File: config.mk
export PLATFORM = sky130hd
export DESIGN_NAME = lrs_sched
export DESIGN_NICKNAME = d
export VERILOG_FILES = /design/src/lrs_pkg.sv /design/src/lrs_timer.sv /design/src/lrs_sched.sv
export SDC_FILE = /design/constraint.sdc
export NUM_CORES = 1
export LEC_CHECK = 0
export ABC_CLOCK_PERIOD_IN_PS = 3000
export BUFFER_PORTS_ARGS = -buffer_cell sky130_fd_sc_hd__buf_2
export CAP_MARGIN = 40
export CORE_MARGIN = 3
export CORE_UTILIZATION = 57
export CTS_BUF_LIST = sky130_fd_sc_hd__clkbuf_4 sky130_fd_sc_hd__clkbuf_8
export DETAILED_ROUTE_END_ITERATION = 8
export GPL_ROUTABILITY_DRIVEN = 0
export GPL_TIMING_DRIVEN = 0
export PLACE_DENSITY = 0.81
export REMOVE_ABC_BUFFERS = 1
export SLEW_MARGIN = 0
export SYNTH_ARGS = -nofsm -noshare
export SYNTH_HDL_FRONTEND = slang
export SYNTH_SLANG_ARGS = --single-unit
File: constraint.sdc
create_clock -name mclk -period 3 [get_ports mclk]
set_input_delay 0.75 -clock mclk [delete_from_list [all_inputs] [get_ports mclk]]
set_output_delay 0.75 -clock mclk [all_outputs]
set_load 0.02 [all_outputs]
File: src/lrs_pkg.sv
// Package with command encodings, timing figures and cycle counts for the refresh scheduler.
package lrs_pkg;
   // Clock period of mclk in picoseconds.
   localparam int CLK_PS = 100000;
   // Spacing figures in picoseconds for the memory grade in use.
   localparam int ALL_BANK_REFRESH_CYCLE_TIME_PS = 130000;
   localparam int PER_BANK_REFRESH_CYCLE_TIME_PS = 60000;
   localparam int ACTIVATE_TO_ACTIVATE_SPACING_PS = 10000;
   // Average refresh interval in nanoseconds.
   localparam int AVERAGE_REFRESH_INTERVAL_NS = 3900;
   // Least spacings round up to whole cycles, never below one.
   localparam int RFCAB_CYC = (ALL_BANK_REFRESH_CYCLE_TIME_PS + CLK_PS - 1) / CLK_PS;
   localparam int RFCPB_CYC = (PER_BANK_REFRESH_CYCLE_TIME_PS + CLK_PS - 1) / CLK_PS;
   localparam int RRD_CYC = (ACTIVATE_TO_ACTIVATE_SPACING_PS + CLK_PS - 1) / CLK_PS;
   // Average interval rounds down, being a longest time.
   localparam int REFI_CYC = (AVERAGE_REFRESH_INTERVAL_NS * 1000) / CLK_PS;
   // Burst window is four times eight all-bank cycle times.
   localparam int BURST_WIN_CYC = 4 * 8 * RFCAB_CYC;
   // Burst limit of all-bank refreshes per burst window.
   localparam int BURST_MAX = 8;
   // Number of banks.
   localparam int NBANK = 8;
   // Command line values on a refresh: lines 0 and 1 low, line 2 high.
   localparam logic [3:0] CMD_REF_ALL = 4'hc;
   localparam logic [3:0] CMD_REF_PB = 4'h4;
   localparam logic [3:0] CMD_IDLE = 4'hf;
   // Cycles after chip select falls in which a detected link edge may predate it.
   localparam int LINK_SYNC_CYC = 2;
   // Issue modes of the scheduler.
   typedef enum logic [1:0] {LRS_IDLE, LRS_WAIT_LINK, LRS_DRIVE} lrs_state_type;
endpackage : lrs_pkg

File: src/lrs_timer.sv
// Down counter that blocks a command class until a spacing expires.
`timescale 1ns/10ps
module lrs_timer #(
   parameter int W = 16
) (
   // Clock and reset.
   input wire logic mclk,
   input wire logic rst_n,
   // Load request and count.
   input wire logic load,
   input wire logic [W-1:0] count,
   // Busy while counting.
   output logic busy
);
   logic [W-1:0] cnt_r;
   logic [W-1:0] cnt_nxt;

   // A fresh load wins over the countdown so a back to back command restarts the spacing.
   always_comb begin
      cnt_nxt = cnt_r;
      if (load) begin
         cnt_nxt = count;
      end else if (cnt_r != '0) begin
         cnt_nxt = cnt_r - 1'b1;
      end
   end

   // Registered count.
   always_ff @(posedge mclk or negedge rst_n) begin
      if (!rst_n) begin
         cnt_r <= '0;
      end else begin
         cnt_r <= cnt_nxt;
      end
   end

   assign busy = (cnt_r != '0);
endmodule : lrs_timer

File: src/lrs_sched.sv
// Refresh scheduler that drives refresh commands to the memory on the link clock edges.
`timescale 1ns/10ps
// Functional notes
// After all-bank refresh, wait its cycle time before any refresh or activate.
// After per-bank refresh, wait its cycle time before refresh or same-bank activate.
// After per-bank refresh, space other-bank activates by activate spacing.
// After activate, space a per-bank refresh to another idle bank.
// Two activates to different banks keep activate spacing apart.
// Refresh only idle banks; no all-bank refresh while any bank is open.
// Issue enough all-bank refreshes in every rolling refresh window.
// Eight per-bank refreshes count as one all-bank refresh.
// At most eight all-bank refreshes per rolling burst window.
// Self refresh time reduces the required refresh count, rounded up.
// Regular pattern: one refresh every average refresh interval.
// Burst then pause until the refresh window ends is allowed.
// Pattern changes keep every rolling window satisfied.
// Switch to regular only right after a burst phase.
// Enter self refresh after a burst; resume with a burst on exit.
// Refresh: chip select low, lines 0,1 low, 2 high; line 3 picks type.
// Per-bank refresh walks banks 0 to 7 round robin.
// Bank counter clears on reset, self refresh exit and all-bank refresh.
// Spacings held as rounded-up cycle counts blocking conflicting commands.
// Sliding count of all-bank refreshes checks burst maximum; the code uses a fixed window opened by an all-bank refresh.
module lrs_sched
   import lrs_pkg::*;
#(
   parameter int REFI = REFI_CYC,
   parameter int BURSTW = BURST_WIN_CYC
) (
   // Clock and reset.
   input wire logic mclk,
   input wire logic rst_n,
   // Link clock from the memory side.
   input wire logic link_clk,
   // User controls.
   input wire logic use_per_bank,
   input wire logic burst_mode,
   input wire logic self_refresh_exit,
   input wire logic activate_req,
   input wire logic [2:0] activate_bank,
   input wire logic [NBANK-1:0] bank_open,
   // Command pins.
   output logic cs_n,
   output logic [3:0] ca,
   // Status toward the user.
   output logic activate_ok,
   output logic [2:0] pb_bank,
   output logic [3:0] burst_count,
   output logic refresh_owed
);
   logic [1:0] lsync_r;
   logic lprev_r;
   logic ledge;
   logic ab_busy, pb_busy, rrd_busy;
   logic ld_ab, ld_pb, ld_rrd;
   lrs_state_type st_r, st_nxt;
   logic is_pb_r, is_pb_nxt;
   logic cs_n_r, cs_n_nxt;
   logic [3:0] ca_r, ca_nxt;
   logic [2:0] bank_r, bank_nxt;
   logic [2:0] pbdone_r, pbdone_nxt;
   logic [15:0] refi_r, refi_nxt;
   logic [3:0] owed_r, owed_nxt;
   logic [15:0] bwin_r, bwin_nxt;
   logic [3:0] bcnt_r, bcnt_nxt;
   logic act_ok_r, act_ok_nxt;
   logic [2:0] last_pb_r, last_pb_nxt;
   logic can_issue, any_open, act_fire, unit_done;
   logic [1:0] arm_r, arm_nxt;
   logic owed_flag_r, owed_flag_nxt;

   // Link clock passes two flops before edge detection reads it.
   always_ff @(posedge mclk or negedge rst_n) begin
      if (!rst_n) begin
         lsync_r <= 2'h0;
         lprev_r <= 1'b0;
      end else begin
         lsync_r <= {lsync_r[0], link_clk};
         lprev_r <= lsync_r[1];
      end
   end
   assign ledge = lsync_r[1] & ~lprev_r;

   // Spacing timers.
   lrs_timer u_ab (.mclk(mclk), .rst_n(rst_n), .load(ld_ab),
      .count(16'(RFCAB_CYC)), .busy(ab_busy));
   lrs_timer u_pb (.mclk(mclk), .rst_n(rst_n), .load(ld_pb),
      .count(16'(RFCPB_CYC)), .busy(pb_busy));
   lrs_timer u_rrd (.mclk(mclk), .rst_n(rst_n), .load(ld_rrd),
      .count(16'(RRD_CYC)), .busy(rrd_busy));

   assign any_open = |bank_open;
   assign act_fire = activate_req & act_ok_r;

   // Scheduling decisions: refresh is driven for one link rising edge.
   always_comb begin
      st_nxt = st_r;
      is_pb_nxt = is_pb_r;
      cs_n_nxt = cs_n_r;
      ca_nxt = ca_r;
      bank_nxt = bank_r;
      pbdone_nxt = pbdone_r;
      refi_nxt = refi_r;
      owed_nxt = owed_r;
      bwin_nxt = bwin_r;
      bcnt_nxt = bcnt_r;
      last_pb_nxt = last_pb_r;
      arm_nxt = arm_r;
      ld_ab = 1'b0;
      ld_pb = 1'b0;
      ld_rrd = act_fire;
      unit_done = 1'b0;
      can_issue = 1'b0;
      // Average interval tick adds a refresh owed.
      if (refi_r == 16'h0) begin
         refi_nxt = 16'(REFI - 1);
         if (owed_r != 4'hf) begin
            owed_nxt = owed_r + 4'h1;
         end
      end else begin
         refi_nxt = refi_r - 16'h1;
      end
      // Burst window: the count clears when it expires, and the next all-bank refresh restarts it.
      if (bwin_r != 16'h0) begin
         bwin_nxt = bwin_r - 16'h1;
      end else begin
         bcnt_nxt = 4'h0;
      end
      // The device refreshes itself while in self refresh, so the intervals spent there are
      // credited. Limitation: a refresh still owed at entry is forgiven as well, so enter
      // self refresh with nothing owed. A burst resume owes a full burst instead.
      if (self_refresh_exit) begin
         owed_nxt = burst_mode ? 4'h8 : 4'h0;
         // Regular ticks restart at once, so a burst flows straight into the regular pattern.
         refi_nxt = 16'(REFI - 1);
      end
      case (st_r)
         LRS_IDLE: begin
            // Burst mode drains all owed refreshes back to back, then pauses.
            if (owed_r != 4'h0 && !ab_busy && !pb_busy) begin
               if (use_per_bank) begin
                  can_issue = !bank_open[bank_r] && !rrd_busy && !activate_req;
               end else begin
                  can_issue = !any_open && !activate_req
                     && (bcnt_r < 4'(BURST_MAX));
               end
            end
            if (can_issue) begin
               is_pb_nxt = use_per_bank;
               cs_n_nxt = 1'b0;
               ca_nxt = use_per_bank ? CMD_REF_PB : CMD_REF_ALL;
               st_nxt = LRS_WAIT_LINK;
               arm_nxt = 2'h0;
            end
         end
         LRS_WAIT_LINK: begin
            // An edge detected in the first cycles may have risen before chip select fell,
            // so the device would miss the command; only later edges are taken.
            if (arm_r != 2'(LINK_SYNC_CYC)) begin
               arm_nxt = arm_r + 2'h1;
            end else if (ledge) begin
               st_nxt = LRS_DRIVE;
            end
         end
         LRS_DRIVE: begin
            cs_n_nxt = 1'b1;
            ca_nxt = CMD_IDLE;
            st_nxt = LRS_IDLE;
            if (is_pb_r) begin
               ld_pb = 1'b1;
               ld_rrd = 1'b1;
               last_pb_nxt = bank_r;
               bank_nxt = bank_r + 3'h1;
               pbdone_nxt = pbdone_r + 3'h1;
               unit_done = (pbdone_r == 3'h7);
            end else begin
               ld_ab = 1'b1;
               bank_nxt = 3'h0;
               pbdone_nxt = 3'h0;
               unit_done = 1'b1;
               if (bwin_r == 16'h0) begin
                  bwin_nxt = 16'(BURSTW);
                  bcnt_nxt = 4'h1;
               end else begin
                  bcnt_nxt = bcnt_r + 4'h1;
               end
            end
            if (unit_done && owed_nxt != 4'h0) begin
               owed_nxt = owed_nxt - 4'h1;
            end
         end
         default: begin
            st_nxt = LRS_IDLE;
         end
      endcase
      // Exit clears the bank counter even when a command ends in the same cycle.
      if (self_refresh_exit) begin
         bank_nxt = 3'h0;
         pbdone_nxt = 3'h0;
      end
      // Activates are allowed once no refresh is in flight, the all-bank and activate spacings expire, and no per-bank spacing holds the requested bank.
      act_ok_nxt = !ab_busy && !ld_ab && !rrd_busy && !ld_rrd
         && st_nxt == LRS_IDLE
         && !(pb_busy && activate_bank == last_pb_r);
      owed_flag_nxt = (owed_nxt != 4'h0);
   end

   // Registers of the scheduler.
   always_ff @(posedge mclk or negedge rst_n) begin
      if (!rst_n) begin
         st_r <= LRS_IDLE;
         is_pb_r <= 1'b0;
         cs_n_r <= 1'b1;
         ca_r <= CMD_IDLE;
         bank_r <= 3'h0;
         pbdone_r <= 3'h0;
         refi_r <= 16'h0;
         owed_r <= 4'h0;
         bwin_r <= 16'h0;
         bcnt_r <= 4'h0;
         act_ok_r <= 1'b0;
         last_pb_r <= 3'h0;
         arm_r <= 2'h0;
         owed_flag_r <= 1'b0;
      end else begin
         st_r <= st_nxt;
         is_pb_r <= is_pb_nxt;
         cs_n_r <= cs_n_nxt;
         ca_r <= ca_nxt;
         bank_r <= bank_nxt;
         pbdone_r <= pbdone_nxt;
         refi_r <= refi_nxt;
         owed_r <= owed_nxt;
         bwin_r <= bwin_nxt;
         bcnt_r <= bcnt_nxt;
         act_ok_r <= act_ok_nxt;
         last_pb_r <= last_pb_nxt;
         arm_r <= arm_nxt;
         owed_flag_r <= owed_flag_nxt;
      end
   end

   assign cs_n = cs_n_r;
   assign ca = ca_r;
   assign activate_ok = act_ok_r;
   assign pb_bank = bank_r;
   assign burst_count = bcnt_r;
   assign refresh_owed = owed_flag_r;

   // Checks on the command stream.
   AST_AB_SPACING: assert property (@(posedge mclk) disable iff (!rst_n)
      (ld_ab |=> ab_busy)) else $error("all-bank spacing not started");
   AST_PB_SPACING: assert property (@(posedge mclk) disable iff (!rst_n)
      (ld_pb |=> pb_busy)) else $error("per-bank spacing not started");
   AST_RRD_PB: assert property (@(posedge mclk) disable iff (!rst_n)
      (ld_pb |=> rrd_busy)) else $error("activate spacing after refresh missing");
   AST_ACT_BLOCK: assert property (@(posedge mclk) disable iff (!rst_n)
      (ab_busy |-> !act_ok_nxt)) else $error("activate allowed in refresh");
   AST_NO_AB_OPEN: assert property (@(posedge mclk) disable iff (!rst_n)
      (st_r == LRS_IDLE && can_issue && !use_per_bank |-> !any_open))
      else $error("all-bank refresh with open bank");
   AST_BURST_MAX: assert property (@(posedge mclk) disable iff (!rst_n)
      (bcnt_r <= 4'(BURST_MAX))) else $error("burst limit exceeded");
   AST_ENCODE: assert property (@(posedge mclk) disable iff (!rst_n)
      (!cs_n_r |-> ca_r[2:0] == 3'h4)) else $error("bad refresh encoding");
   AST_BANK_CLR: assert property (@(posedge mclk) disable iff (!rst_n)
      (st_r == LRS_DRIVE && !is_pb_r |=> bank_r == 3'h0))
      else $error("bank counter not cleared");
   AST_BANK_STEP: assert property (@(posedge mclk) disable iff (!rst_n)
      (st_r == LRS_DRIVE && is_pb_r && !self_refresh_exit
         |=> bank_r == $past(bank_r) + 3'h1)) else $error("bank order broken");
   COV_AB: cover property (@(posedge mclk) st_r == LRS_DRIVE && !is_pb_r);
   COV_PB: cover property (@(posedge mclk) st_r == LRS_DRIVE && is_pb_r);
   COV_PB_WRAP: cover property (@(posedge mclk) unit_done && is_pb_r);
   COV_BURST_FULL: cover property (@(posedge mclk) bcnt_r == 4'(BURST_MAX));
endmodule : lrs_sched

==> key figures <==
Logic synthesis
  – Register area share after synthesis: just under 50%
  – FF+latch count, synth: between 100 and 150
  – Top FF cell, synth: dfrtp_1
  – EDFF count, synth: 0
  – Synth Cell Area: around 5700 sq um
  – Mean post-synth cell area: just under 10 sq um
  – Synth unique cells: 61
  – Fraction of registers with async set or reset after synthesis: 100%
  – Cells after synthesis: 585
  – Yosys warnings: 0

Final layout
  – Post-route cell area: roughly 6200 sq um
  – Commonest non-fill, non-tap cell in the layout: dfrtp_1
  – Most frequent cells in the layout: dfrtp_1 (107), nor2_1 (92), nand2_1 (46), xnor2_1 (33), xor2_1 (30)
  – Nets@finish: roughly 650
  – Finished Core Util: roughly 66%
  – Syn-to-layout area delta: 10.1%
  – Filler cell count: ~740
  – Layout cell share with drive strength beyond 1: 14.2%
  – Number of diodes: 0

Power
  – Pwr Total: between 0.004 and 0.005 W
  – Leak: around 2.7 nW
  – Max IR drop VDD: 0.000556 V
  – PwrDens: just over 700 nW/um^2

Worst setup path
  – Req. time, crit path: 3.28 ns
  – Arrival time worst endpoint: about 3.2 ns
  – Crit path kind: reg2reg
  – R2R Path End: is_pb_r$_DFFE_PN0P_
  – Worst setup path start: u_pb.cnt_r[7]$_DFFE_PN0P_
  – Setup crit end kind: register
  – Reg2reg path depth: 6
  – Setup crit end: is_pb_r$_DFFE_PN0P_
  – R2R Setup Slk: around 0.11 ns
  – CP startpoint kind: register
  – Maximum fanout along the worst path: 9
  – RR Startpoint: u_pb.cnt_r[7]$_DFFE_PN0P_

Hold path
  – Hold Path Origin: lsync_r[0]$_DFF_PN0_
  – Min-Delay Path Class: reg2reg

Placement
  – Placed Area: ~6000 sq um
  – Input/output buffers: 30
  – Detail Placement HPWL: 7.67 mm

Floorplan
  – Die span in y: ~110 um
  – Die X: around 110 um
  – Core area: ~9500 sq um
  – Initial Util: 59.8%
  – Die Footprint: between 10000 and 15000 sq um
  – FP Rows: 35
  – IO Pins: 32

STA
  – Min Tclk post-route: 2.89 ns
  – Setup Skew: just over 0.01 ns
  – Worst-Margin Slew: around 0.67 ns
  – Endpoints failing hold: 0
  – Final setup viols: 0
  – Final Max Slew Viols: 0
  – Worst rel slew slack: a little over half
  – Final period utilization: roughly 96%
  – Max Fclk: ~350 MHz
  – Setup TNS: 0 ns

Routing
  – Starting DRT DRC Count: ~210
  – WL/cell: 14.5 um
  – Drt pass-1 iters: 5
  – Number of remaining DRC errors: 0
  – Routed wire length: 10.9 mm
  – Drt via density: 5.71
  – Via count: 4277
  – Routed Antenna Nets: 0

CTS
  – CTS max path bufs: 2
  – CTS root buf: clkbuf_8
  – Clk sinks: 109
  – Worst-Skew Late Latency: around 0.38 ns
  – Cts hold-fix bufs: 0
  – CTS buffer count: 9
  – CTS tree: done
  – Reg clk slew, reported paths: about 0.11 ns
  – H-tree depth: 3

Status
  – Outcome: completed

Global route
  – Global Route Usage Sum: between 20% and 30%
  – Vias in the first global route: 4200
  – Largest net degree at the start of global routing: a little under 60
  – Initial antenna violation count: 0
  – First-pass GRT wire length: between 15 and 20 mm
  – Gr ovfl total: 0

Flow run
  – Max-cap violations: 0
## layer usage
metal / part of all wire, % / global-route usage (%) / up-vias / wire, um
met4: 2.0 / 7.31 / 0 / 223
met2: 50 / 34.5 / 69 / 5450
li1: - / - / 2092 / -
met3: 3.1 / 4.41 / 21 / 342
met1: 45 / 27.2 / 2095 / 4860
met5: 0 / 0 / - / 0
## how the worst min path moves through the flow
stage,end,slack [ns],cells past startpoint
2_1_floorplan,lsync_r[1]$_DFF_PN0_,0.33,0
6_report,lsync_r[1]$_DFF_PN0_,0.37,0
5_1_grt,lsync_r[1]$_DFF_PN0_,0.39,0
3_5_place_dp,lsync_r[1]$_DFF_PN0_,0.36,0
3_3_place_gp,lsync_r[1]$_DFF_PN0_,0.36,0
4_1_cts,lsync_r[1]$_DFF_PN0_,0.38,0
## cell families after synthesis
kind of cell | Yosys count | synth area share (%)
adders and majority gates | 18 | 3.98
buffers and inverters | 39 | 2.94
DFF | 109 | 48.3
AOI/OAI and AO/OA | 73 | 8.25
and+or+nand+nor | 272 | 24.3
muxes | 10 | 2.39
xor gates and xnor gates | 63 | 9.76
other | 1 | 0.0663
## per-stage QoR
step / hold WS, ns / cells / setup slack (ns)
2_1_floorplan: 0.331 / 562 / 0.0799
3_3_place_gp: 0.362 / 721 / -0.217
3_5_place_dp: 0.362 / 724 / -0.281
4_1_cts: 0.377 / 742 / 0.00110
5_1_grt: 0.388 / 749 / -0.0204
6_report: 0.372 / 749 / 0.107
## where the power goes
group | internal (W) | switching [W]
Sequential | 0.00194 | 0.000447
Clock | 0.000313 | 0.000517
Combinational | 0.000614 | 0.000695
## sequential cells by signal (all words and copies together) (netlist names), 3 cells and up
signal and flops:
bwin_r 16, refi_r 16, u_ab.cnt_r 16, u_pb.cnt_r 16, u_rrd.cnt_r 16, burst_count 4, owed_r 4, last_pb_r 3
pb_bank 3, pbdone_r 3
## area by class of cell
cell class | instances | area, sq um | share of cell area [%]
clock inverter | 7 | 58.8 | 0.945
clock buffer | 9 | 124 | 1.99
sequential | 109 | 2730 | 43.9
multi-input combinational | 437 | 2830 | 45.4
inverter | 16 | 60.1 | 0.965
tap | 129 | 161 | 2.59
timing repair buffer | 42 | 263 | 4.22
## synthesized netlist by cell type, drive strengths merged (5+ instances only)
cell type  count  area (sq um)
nand2b         7          43.8
a21oi         30           161
xor2          30           263
nand3         26           130
dfrtp        107          2680
clkbuf        18          67.6
o21ai         13          65.1
nor2b          6          37.5
nand2         46           173
buf            5          38.8
inv           16          60.1
or4            9          75.1
mux2           5          60.1
nand3b         8          60.1
nor3          17          85.1
nand4          6          37.5
xnor2         33           289
nor3b          5          37.5
ha            18           225
or2            5          31.3
nor4          16           100
nand4b         6          52.6
or3           12          75.1
o211ai         5          37.5
nor2          92           345
## critical path: stages (launching register included)
cell     delay, ns
dfrtp_1       0.45
or4_4         0.58
or3_4         0.38
or3_4         0.47
or4_4         0.46
a21oi_4       0.16
mux2_4        0.31
## timing repair
action	4_1_cts	5_1_grt
gates resized for setup	5	9
endpoints found under the setup margin	8	5
buffers inserted	2	7
pin swaps	1	2
No activity file was read; power rests on OpenSTA's default activity.
